### src/rtl/plt_pkg.sv
package plt_pkg;
    // Control line codes
    localparam logic [1:0] CODE_IDLE = 2'h0;
    localparam logic [1:0] CODE_HOLD = 2'h1;
    localparam logic [1:0] CODE_TX = 2'h2;
    localparam logic [1:0] CODE_GRANT = 2'h3;

    // Speed classes
    localparam logic [1:0] SPD_100 = 2'h0;
    localparam logic [1:0] SPD_200 = 2'h1;
    localparam logic [1:0] SPD_400 = 2'h2;
    localparam logic [1:0] SPD_BAD = 2'h3;

    // Speed code patterns on the data lines
    localparam logic [1:0] SC100_TOP2 = 2'h0;
    localparam logic [3:0] SC200_TOP4 = 4'h4;
    localparam logic [7:0] SC400_FULL = 8'h50;

    // Link behaviour limits
    localparam int MAX_HOLD = 47;
    localparam int CANCEL_IDLES_NO_HOLD = 3;
    localparam int CANCEL_IDLES_AFTER_HOLD = 2;
    localparam int MIN_PHY_IDLE = 1;
    // Cycles the pin synchroniser still echoes our own drive after hand-over
    localparam int SYNC_LAG = 2;

    typedef enum logic [2:0] {
        ST_PHY = 3'b000,
        ST_GRANT = 3'b001,
        ST_HAND = 3'b010,
        ST_PRE = 3'b011,
        ST_DATA = 3'b100,
        ST_TERM = 3'b101,
        ST_BACK = 3'b110
    } plt_state_e;
endpackage : plt_pkg

### src/rtl/plt_spd_if.sv
`timescale 1ns/1ns
interface plt_spd_if;
    logic [7:0] code;
    logic [1:0] speed;
    modport dec (input code, output speed);
    modport user (output code, input speed);
endinterface : plt_spd_if

### src/rtl/plt_spd_dec.sv
`timescale 1ns/1ns
module plt_spd_dec (
    plt_spd_if.dec spd
);
    // Don't-care bits are ignored; data-on and other patterns are invalid
    wire is100 = spd.code[7:6] == plt_pkg::SC100_TOP2;
    wire is200 = spd.code[7:4] == plt_pkg::SC200_TOP4;
    wire is400 = spd.code == plt_pkg::SC400_FULL;
    assign spd.speed = is100 ? plt_pkg::SPD_100 :
                       is200 ? plt_pkg::SPD_200 :
                       is400 ? plt_pkg::SPD_400 : plt_pkg::SPD_BAD;
endmodule : plt_spd_dec

### src/rtl/plt_phy_tx.sv
`timescale 1ns/1ns
module plt_phy_tx #(
    parameter int HOLD_LIMIT = plt_pkg::MAX_HOLD
) (
    input wire logic core_clk,
    input wire logic sys_rst,
    input wire logic grant_req,
    input wire logic [1:0] first_speed,
    input wire logic multispeed_concat_enable,
    input wire logic [1:0] interface_control_lines_in,
    input wire logic [7:0] data_lines_in,
    output logic [1:0] interface_control_lines_out,
    output logic interface_control_lines_oe,
    output logic [7:0] data_lines_out,
    output logic data_lines_oe,
    output logic grant_busy,
    output logic link_owner,
    output logic tx_start,
    output logic tx_valid,
    output logic [7:0] tx_data,
    output logic concat_req,
    output logic bus_release,
    output logic tx_cancel,
    output logic [1:0] tx_speed,
    output logic proto_err
);
    // ==========================================================
    // Elaboration checks
    if (HOLD_LIMIT < 1 || HOLD_LIMIT > 63) begin : g_bad_limit
        $error("HOLD_LIMIT must be 1..63");
    end

    // ==========================================================
    // Pin synchronisers
    // Link is on our clock, but the pins are still treated as foreign
    logic [1:0] code_s1_ff;
    logic [1:0] code_s2_ff;
    logic [7:0] d_s1_ff;
    logic [7:0] d_s2_ff;
    always_ff @(posedge core_clk) begin
        code_s1_ff <= interface_control_lines_in;
        code_s2_ff <= code_s1_ff;
        d_s1_ff <= data_lines_in;
        d_s2_ff <= d_s1_ff;
    end

    // ==========================================================
    // Speed decode
    plt_spd_if spd ();
    assign spd.code = d_s2_ff;
    plt_spd_dec u_dec (
        .spd(spd)
    );

    // ==========================================================
    // State
    plt_pkg::plt_state_e state_ff;
    plt_pkg::plt_state_e nxt_state;
    logic [5:0] hold_cnt_ff;
    logic [1:0] idle_cnt_ff;
    logic [5:0] nxt_hold_cnt;
    logic [1:0] nxt_idle_cnt;
    logic [1:0] nxt_speed;
    logic [1:0] skip_cnt_ff;
    logic [1:0] nxt_skip_cnt;
    // Concatenation pending keeps the speed in force after the terminating hold, taken from it or not
    logic concat_req_pend_ff;

    wire c_idle = code_s2_ff == plt_pkg::CODE_IDLE;
    wire c_hold = code_s2_ff == plt_pkg::CODE_HOLD;
    wire c_tx = code_s2_ff == plt_pkg::CODE_TX;
    wire c_grant = code_s2_ff == plt_pkg::CODE_GRANT;
    wire in_pre = state_ff == plt_pkg::ST_PRE;
    // Synchroniser still shows our own grant and idle, so ignore them
    wire pre_live = in_pre && skip_cnt_ff == 2'h0;
    wire in_data = state_ff == plt_pkg::ST_DATA;
    wire in_term = state_ff == plt_pkg::ST_TERM;

    // Cancellation: two idles after holds, or three with no hold
    wire need2 = hold_cnt_ff != 6'h00;
    wire cancel_done = pre_live && c_idle &&
        (need2 ? idle_cnt_ff == 2'(plt_pkg::CANCEL_IDLES_AFTER_HOLD - 1)
               : idle_cnt_ff == 2'(plt_pkg::CANCEL_IDLES_NO_HOLD - 1));
    // More than one leading idle followed by hold or transmit
    wire lead_bad = pre_live && !c_idle && !need2 && idle_cnt_ff > 2'h1;
    wire hold_bad = pre_live && c_hold && hold_cnt_ff >= 6'(HOLD_LIMIT);
    wire hold_after_idle = pre_live && c_hold && need2 && idle_cnt_ff != 2'h0;
    wire term_hold = in_data && c_hold;
    wire term_idle = in_data && c_idle;
    wire term_bad = in_term && !c_idle;
    wire grant_bad = (pre_live || in_data) && c_grant;
    wire err = lead_bad || hold_bad || hold_after_idle || term_bad || grant_bad;

    // Next speed: captured from terminating hold only when enabled
    wire spd_ok = spd.speed != plt_pkg::SPD_BAD;
    wire spd_down = spd.speed == plt_pkg::SPD_100 && tx_speed != plt_pkg::SPD_100;
    wire take_spd = term_hold && multispeed_concat_enable && spd_ok && !spd_down;
    wire spd_err = term_hold && multispeed_concat_enable && (!spd_ok || spd_down);

    always_comb begin
        nxt_state = state_ff;
        nxt_hold_cnt = hold_cnt_ff;
        nxt_idle_cnt = idle_cnt_ff;
        nxt_skip_cnt = skip_cnt_ff;
        case (state_ff)
            plt_pkg::ST_PHY: begin
                if (grant_req) begin
                    nxt_state = plt_pkg::ST_GRANT;
                end
            end
            plt_pkg::ST_GRANT: nxt_state = plt_pkg::ST_HAND;
            plt_pkg::ST_HAND: begin
                nxt_state = plt_pkg::ST_PRE;
                nxt_hold_cnt = 6'h00;
                nxt_idle_cnt = 2'h0;
                nxt_skip_cnt = 2'(plt_pkg::SYNC_LAG);
            end
            plt_pkg::ST_PRE: begin
                if (skip_cnt_ff != 2'h0) begin
                    nxt_skip_cnt = skip_cnt_ff - 2'h1;
                end else if (c_tx) begin
                    nxt_state = plt_pkg::ST_DATA;
                end else if (cancel_done || err) begin
                    nxt_state = plt_pkg::ST_BACK;
                end else if (c_hold) begin
                    nxt_hold_cnt = hold_cnt_ff + 6'h01;
                    nxt_idle_cnt = 2'h0;
                end else if (c_idle) begin
                    nxt_idle_cnt = idle_cnt_ff + 2'h1;
                end
            end
            plt_pkg::ST_DATA: begin
                if (term_hold || term_idle) begin
                    nxt_state = plt_pkg::ST_TERM;
                end else if (grant_bad) begin
                    nxt_state = plt_pkg::ST_BACK;
                end
            end
            plt_pkg::ST_TERM: nxt_state = plt_pkg::ST_BACK;
            plt_pkg::ST_BACK: nxt_state = plt_pkg::ST_PHY;
            default: nxt_state = plt_pkg::ST_PHY;
        endcase
    end

    // Speed bookkeeping outside the state machine
    always_comb begin
        nxt_speed = tx_speed;
        if (state_ff == plt_pkg::ST_PHY && grant_req && !concat_req_pend_ff) begin
            nxt_speed = first_speed;
        end else if (take_spd) begin
            nxt_speed = spd.speed;
        end
    end

    // ==========================================================
    // Pin drive
    // PHY drives only grant, hand-over idle and its own idle time
    wire phy_drives = nxt_state == plt_pkg::ST_PHY || nxt_state == plt_pkg::ST_GRANT ||
                      nxt_state == plt_pkg::ST_HAND || nxt_state == plt_pkg::ST_BACK;
    wire [1:0] nxt_code = nxt_state == plt_pkg::ST_GRANT ? plt_pkg::CODE_GRANT
                                                          : plt_pkg::CODE_IDLE;

    always_ff @(posedge core_clk) begin
        if (sys_rst) begin
            state_ff <= plt_pkg::ST_PHY;
            hold_cnt_ff <= 6'h00;
            idle_cnt_ff <= 2'h0;
            skip_cnt_ff <= 2'h0;
            interface_control_lines_out <= plt_pkg::CODE_IDLE;
            interface_control_lines_oe <= 1'b1;
            data_lines_out <= 8'h00;
            data_lines_oe <= 1'b1;
            grant_busy <= 1'b0;
            link_owner <= 1'b0;
            tx_start <= 1'b0;
            tx_valid <= 1'b0;
            tx_data <= 8'h00;
            concat_req <= 1'b0;
            concat_req_pend_ff <= 1'b0;
            bus_release <= 1'b0;
            tx_cancel <= 1'b0;
            tx_speed <= plt_pkg::SPD_100;
            proto_err <= 1'b0;
        end else begin
            state_ff <= nxt_state;
            hold_cnt_ff <= nxt_hold_cnt;
            idle_cnt_ff <= nxt_idle_cnt;
            skip_cnt_ff <= nxt_skip_cnt;
            interface_control_lines_out <= nxt_code;
            interface_control_lines_oe <= phy_drives;
            data_lines_out <= 8'h00;
            data_lines_oe <= phy_drives;
            grant_busy <= nxt_state == plt_pkg::ST_GRANT || nxt_state == plt_pkg::ST_HAND;
            link_owner <= !phy_drives;
            tx_start <= pre_live && c_tx;
            tx_valid <= (pre_live || in_data) && c_tx;
            tx_data <= c_tx ? d_s2_ff : 8'h00;
            concat_req <= term_hold;
            if (term_hold) begin
                concat_req_pend_ff <= 1'b1;
            end else if (term_idle || cancel_done) begin
                concat_req_pend_ff <= 1'b0;
            end
            bus_release <= term_idle || cancel_done;
            tx_cancel <= cancel_done;
            tx_speed <= nxt_speed;
            proto_err <= err || spd_err;
        end
    end
endmodule : plt_phy_tx

### config.mk
export PLATFORM = sky130hd
export DESIGN_NAME = plt_phy_tx
export DESIGN_NICKNAME = d
export VERILOG_FILES = /design/src/rtl/plt_pkg.sv /design/src/rtl/plt_spd_if.sv /design/src/rtl/plt_spd_dec.sv /design/src/rtl/plt_phy_tx.sv
export SDC_FILE = /design/constraint.sdc
export NUM_CORES = 1
export LEC_CHECK = 0
export ABC_AREA = 1
export ABC_CLOCK_PERIOD_IN_PS = 2900
export BUFFER_PORTS_ARGS = -buffer_cell sky130_fd_sc_hd__buf_2
export CAP_MARGIN = 20
export CORE_MARGIN = 2
export CORE_UTILIZATION = 55
export CTS_CLUSTER_SIZE = 16
export DETAILED_ROUTE_END_ITERATION = 6
export PLACE_DENSITY = 0.85
export SETUP_SLACK_MARGIN = 0.3
export SYNTH_ARGS = -nofsm -noshare
export SYNTH_HDL_FRONTEND = slang
export SYNTH_HIERARCHICAL = 1
export SYNTH_SLANG_ARGS = --single-unit
### constraint.sdc
create_clock -name core_clk -period 2.9 [get_ports core_clk]
set_input_delay 0.435 -clock core_clk [delete_from_list [all_inputs] [get_ports core_clk]]
set_output_delay 0.435 -clock core_clk [all_outputs]
set_load 0.01 [all_outputs]
== Word-level counts from Yosys, hierarchy flattened ==
Index checks and enable logic that the tools add are counted.

* Logic and storage cells: 138
* Input port bits: 16
* Register bits after elaboration: 55
* Output and inout bits: 30

* Magnitude comparators: 2
* Bitwise logic cells: 1
* Equal/unequal tests: 22
* Multiplexer cells: 29
* $add $sub $neg: 3
* Reduce and logical (&&, ||, !) cells: 60

{| class="wikitable"
|+ Operator list
! operator !! number
|-
| 6-bit two-way mux || 4
|-
| 1-bit logical AND || 23
|-
| 2-bit two-way mux || 11
|-
| 3-bit two-way mux || 6
|-
| 3-bit case mux with 6 select lines || 1
|-
| 1-bit logical OR || 14
|-
| 6-bit case mux with 2 select lines || 1
|-
| 2-bit nonzero test || 6
|-
| 2-bit inequality test, second input constant || 5
|-
| 5-bit AND reduction || 2
|-
| 3-bit by 2-bit == test with 1-bit output, second input constant || 3
|-
| 3-bit == test, second input constant || 3
|-
| 8-bit by 7-bit == test with 1-bit output, second input constant || 1
|-
| 2-bit logical NOT || 4
|-
| 2-bit case mux with 2 select lines || 2
|-
| 6-bit by 1-bit adder with 6-bit output, second input constant || 1
|-
| 2-bit == test, second input constant || 3
|-
| 3-bit by 1-bit == test with 1-bit output, second input constant || 2
|-
| 6-bit >= comparator, second input constant || 1
|-
| 1-bit logical NOT || 6
|-
| 3-bit logical NOT || 2
|-
| 6-bit nonzero test || 1
|-
| 2-bit by 1-bit == test with 1-bit output, second input constant || 2
|-
| 4-bit by 3-bit == test with 1-bit output, second input constant || 1
|-
| other kinds (9) || 12
|}

== Logic depth before layout (Yosys ltp) ==
* Depth in word-level cells: 19
* Depth in mapped cells: 13
* Gate-level depth less buffers: 13

== Cells and area by module ==
Netlist, hierarchy kept.

{| class="wikitable"
|+ Modules (own cells, without submodules)
! module !! area an instance (sq um) !! cells each !! sequential area each (sq um) !! times used
|-
| plt_phy_tx || 2099.5 || 255 || 1081.0 || 1
|-
| plt_spd_dec || 43.8 || 10 || 0.0 || 1
|}

== Least setup slack after synthesis ==
No wires, ideal clock.

* Kind: reg2reg
* Start point: register skip_cnt_ff[0]
* End point: register hold_cnt_ff[1]
* Period minus slack after synthesis: 1.598 ns
* Stages on the path, launching flop included: 14
* Data required time: 2.772 ns
* Data arrival time: 1.470 ns
* Slack: 1.302 ns
* Setup time: 0.128 ns
* Cells stage by stage: dfxtp_1 inv_1 ha_1 nand4_4 nor2_1 nand3_1 nand2_1 nor2_2 nand4_1 nand2_1 buf_6 nand3_1 nand2_1 nor2_1

* Word-level cells in the longest chain between the ends: 12
* Elaborated cells on any way between the ends: 22
* Those cells by class: eq/ne: 2; reduce/logical: 20

{| class="wikitable"
|+ Ends and longest elaborated chain
! element !! RTL line !! text
|-
| start, declared || plt_phy_tx.sv:64 || <nowiki>logic [1:0] skip_cnt_ff;</nowiki>
|-
| start signal, assigned || plt_phy_tx.sv:188 || <nowiki>skip_cnt_ff <= nxt_skip_cnt;</nowiki>
|-
| 2-bit logical NOT || plt_phy_tx.sv:75 || <nowiki>wire pre_live = in_pre && skip_cnt_ff == 2'h0;</nowiki>
|-
| 1-bit logical AND || plt_phy_tx.sv:75 ||
|-
| 1-bit logical AND (3 in a row) || plt_phy_tx.sv:85 || <nowiki>wire lead_bad = pre_live && !c_idle && !need2 && idle_cnt_ff > 2'h1;</nowiki>
|-
| 1-bit logical OR (4 in a row) || plt_phy_tx.sv:92 || <nowiki>wire err = lead_bad || hold_bad || hold_after_idle || term_bad || grant_bad;</nowiki>
|-
| 1-bit logical OR || plt_phy_tx.sv:123 || <nowiki>end else if (cancel_done || err) begin</nowiki>
|-
| 2-bit inequality test (no source line) || -- ||
|-
| 5-bit AND reduction (no source line) (*) || -- ||
|-
| end signal, assigned || plt_phy_tx.sv:186 || <nowiki>hold_cnt_ff <= nxt_hold_cnt;</nowiki>
|-
| end, declared || plt_phy_tx.sv:59 || <nowiki>logic [5:0] hold_cnt_ff;</nowiki>
|}

Mark *: on every way between the ends. The rest lies on a longest branch, timed or not.
A chain may end at the register's enable or synchronous reset.

== Worst setup path after layout ==
* Start point: register skip_cnt_ff[0]
* End point: register hold_cnt_ff[3]

Same word-level chain as after synthesis.

==> metrics.md <==
| Metric | Value |
|---|---|
| Commonest cells post-synth | `54 x dfxtp_1, 43 x nand2_1, 43 x nor2_1` |
| Reg area | `1080 sq um` |
| Rows | `22` |
| Dpl hpwl | `2820 microns` |
| Core footprint | `3720 sq um` |
| Placed Cells incl. Taps | `344` |
| Post-Route WL | `3930 microns` |
| Most frequent cell after synthesis | `dfxtp_1` |
| Post-route setup TNS | `0 ns` |
| CP Launch Point | `skip_cnt_ff[0]` |
| Sequential power share | `52.8%` |
| Gpl congestion | `0.841` |
| Total of max-cap violations | `0` |
| Setup Skew | `0.00700 ns` |
| Internal power | `1.13 mW` |
| Die height | `66.4 microns` |
| R2r endpoint | `hold_cnt_ff[3]` |
| Worst setup path end | `hold_cnt_ff[3]` |
| Sw frac | `27.6%` |
| I/O Buffers | `37` |
| H-tree levels | `2` |
| Post-DP Area | `2320 sq um` |
| Crit-path most repeated cell | `nand2_1` |
| Wire length on met2 | `1820 microns` |
| Crit path max-delay cell type | `dfxtp_1` |
| DR WL met3 | `297 microns` |
| Area Overhead vs Synth | `13.3%` |
| Largest net degree at the start of global routing | `19` |
| Fmax | `0.502 GHz` |
| Min Tclk post-route | `1.99 ns` |
| Fill count | `327` |
| Synth area leader | `dfxtp_1` |
| Routed WL per cell | `11.2 microns` |
| Endpoints failing setup | `0` |
| Post-synth ARST share | `0%` |
| Latest clock arrival within the worst-skew pair | `0.30 ns` |
| Synth top area cells | `dfxtp_1 50%, nand2_1 7.5%, nor2_1 7.5%` |
| Post-route cell area | `2430 sq um` |
| Final slew viol count | `0` |
| Die area | `4410 sq um` |
| # nets final | `325` |
| Clk pin slew, worst setup/hold paths | `0.09 ns` |
| Post-Synthesis Cells | `265` |
| Synthesized flop and latch total | `54` |
| DRC viols | `0` |
| 1st-iter DRT viols | `165` |
| Initial Util | `57.7%` |
| Status | `finished clean` |
| Worst r2r src | `skip_cnt_ff[0]` |
| Ant. Diodes | `0` |
| Post-route ant nets | `0` |
| Worst Reg-to-Reg Cells | `12` |
| Pwr dens | `642 nW/um^2` |
| Die W | `66.4 microns` |
| Pre-antenna DRT Iters | `4` |
| Sink Count | `54` |
| Total CTS buffers | `5` |
| Hold Crit Class | `in -> reg` |
| Max Root-Sink Buffers | `2` |
| Wl on met1 | `1750 microns` |
| Number of global-route vias before repair | `1546` |
| Ratio of final minimum period to clock period | `68.6%` |
| Comb power frac | `16.0%` |
| RSZ-0062 raised after global routing | `false` |
| Post-synth cell types | `29` |
| DR vias/cell | `4.94` |
| Worst EP required | `3.08 ns` |
| Hold Fails Final Rpt | `0` |
| Max FO, Critical Path | `11` |
| Yosys warns | `6` |
| Arrival time worst endpoint | `2.17 ns` |
| Crit. End Element | `register` |
| EDFF count, synth | `0` |
| Multi-input logic area | `852 sq um` |
| CTS-repair resized insts | `0` |
| CP Cell Sequence | `inv_1 -> ha_1 -> nand4_4 -> nor2_2 -> nand2_1 -> nand2_1 -> nor2_2 -> nand4_1 -> nand2_1 -> nand2_1 -> nand2_1 -> a21oi_1` |
| I/O pins | `46` |
| Most used DFF post-synth | `dfxtp_1` |
| Post-Syn Area | `2140 sq um` |
| Psw | `0.431 mW` |
| Clock share of power | `31.2%` |
| Yosys top cell area share | `50.4%` |
| Initial antenna violation count | `0` |
| GRT Util Overall | `20.0%` |
| Leak | `1.19 nW` |
| First-pass GRT wire length | `6670 microns` |
| Clock root buffer master | `clkbuf_8` |
| Post-cts hold buffer count | `0` |
| CP peak stage delay | `0.34 ns` |
| Worst Setup Start Kind | `register` |
| Seq/Total Area, Yosys | `50.4%` |
| Top layer in use | `met4` |
| Grt ovf | `0` |
| Setup Buffers After CTS | `0` |
| CTS tree | `done` |
| Vias | `1735` |
| Flop-to-flop setup slack | `0.91 ns` |
| Non-filler cells, final | `351` |
| Syn avg cell area | `8.09 sq um` |
| Layout cells sized above 1 | `19.5%` |
| Crit Path Category | `reg -> reg` |
| Maximum VDD drop | `294 uV` |
==> layout make-up <==
class	count	area share, %
inverter	38	5.87
sequential	54	44.5
tap	48	2.47
clock buffer	5	2.83
multi-input combinational	167	35.1
clock inverter	2	1.60
timing repair buffer	37	7.62
==> registers in the layout, summed over array words and instances (netlist names), 2 cells and up <==
register and flops:
d_s1_ff 8, d_s2_ff 8, tx_data 8, hold_cnt_ff 6
state_ff 3, code_s1_ff 2, code_s2_ff 2, idle_cnt_ff 2
skip_cnt_ff 2, tx_speed 2
==> power by group through the flow <==
stage	Combinational (mW)	Sequential (mW)	Clock, mW
6_report	0.250	0.823	0.486
5_1_grt	0.284	0.830	0.525
2_1_floorplan	0.191	0.843	0
3_5_place_dp	0.240	0.840	0
3_3_place_gp	0.235	0.839	0
4_1_cts	0.249	0.823	0.497
==> worst min-delay path by stage <==
stage | depth (start not counted) | startpoint | to | slack (ns)
after CTS | 1 | interface_control_lines_in[1] | code_s1_ff[1] | 0.22
after detailed placement | 0 | d_s1_ff[1] | d_s2_ff[1] | 0.31
after global routing | 1 | interface_control_lines_in[1] | code_s1_ff[1] | 0.21
after floorplan | 0 | code_s1_ff[0] | code_s2_ff[0] | 0.31
final | 1 | data_lines_in[1] | d_s1_ff[1] | 0.23
after global placement | 0 | d_s1_ff[4] | d_s2_ff[4] | 0.31
==> metal layers <==
| layer | vias to the layer above | GRT usage (%) |
|---|---|---|
| met1 | 759 | 25.8 |
| met2 | 80 | 32.8 |
| met5 | - | 0 |
| met4 | 0 | 6.89 |
| li1 | 887 | - |
| met3 | 9 | 4.60 |
==> layout by cell type, fill, tap and decap left out, types with 3 or more instances in the layout <==
cell type,count
dfxtp_1,54
nor2_1,43
nand2_1,43
buf_2,37
inv_1,36
a21oi_1,15
nand3_1,14
conb_1,8
o21ai_0,6
ha_1,6
nor2_2,5
nor3_1,5
clkbuf_8,5
nand2_2,4
xor2_1,3
a31oi_1,3
==> stage by stage <==
step	power (mW)	worst slack [ns]	util [%]	hold WS (ns)
final	1.56	0.909	65.4	0.225
after global routing	1.64	0.698	65.4	0.214
after CTS	1.57	0.927	65.4	0.218
after detailed placement	1.08	0.958	62.5	0.312
after global placement	1.07	1.00	62.5	0.310
after floorplan	1.03	1.30	-	0.310
==> critical path, delay by kind of cell (launching register included) <==
family | cells | cell delay (ns)
compound gates | 1 | 0.06
fa+ha+maj | 1 | 0.26
buf+inv | 1 | 0.05
flops | 1 | 0.34
simple gates | 9 | 1.17
==> cells by family (layout without fill, tap and decap cells) <==
| group | count (synthesis) | after routing | share of synthesized area [%] |
|---|---|---|---|
| XOR/XNOR | 4 | 4 | 1.63 |
| other | 1 | 8 | 0.175 |
| adder cells (fa/ha/maj) | 6 | 6 | 3.50 |
| AO/OA/AOI/OAI | 31 | 31 | 9.05 |
| buffers and inverters | 51 | 82 | 11.0 |
| flip-flops | 54 | 54 | 50.4 |
| AND/OR/NAND/NOR | 118 | 118 | 24.2 |
No activity file was read; power rests on OpenSTA's default activity.
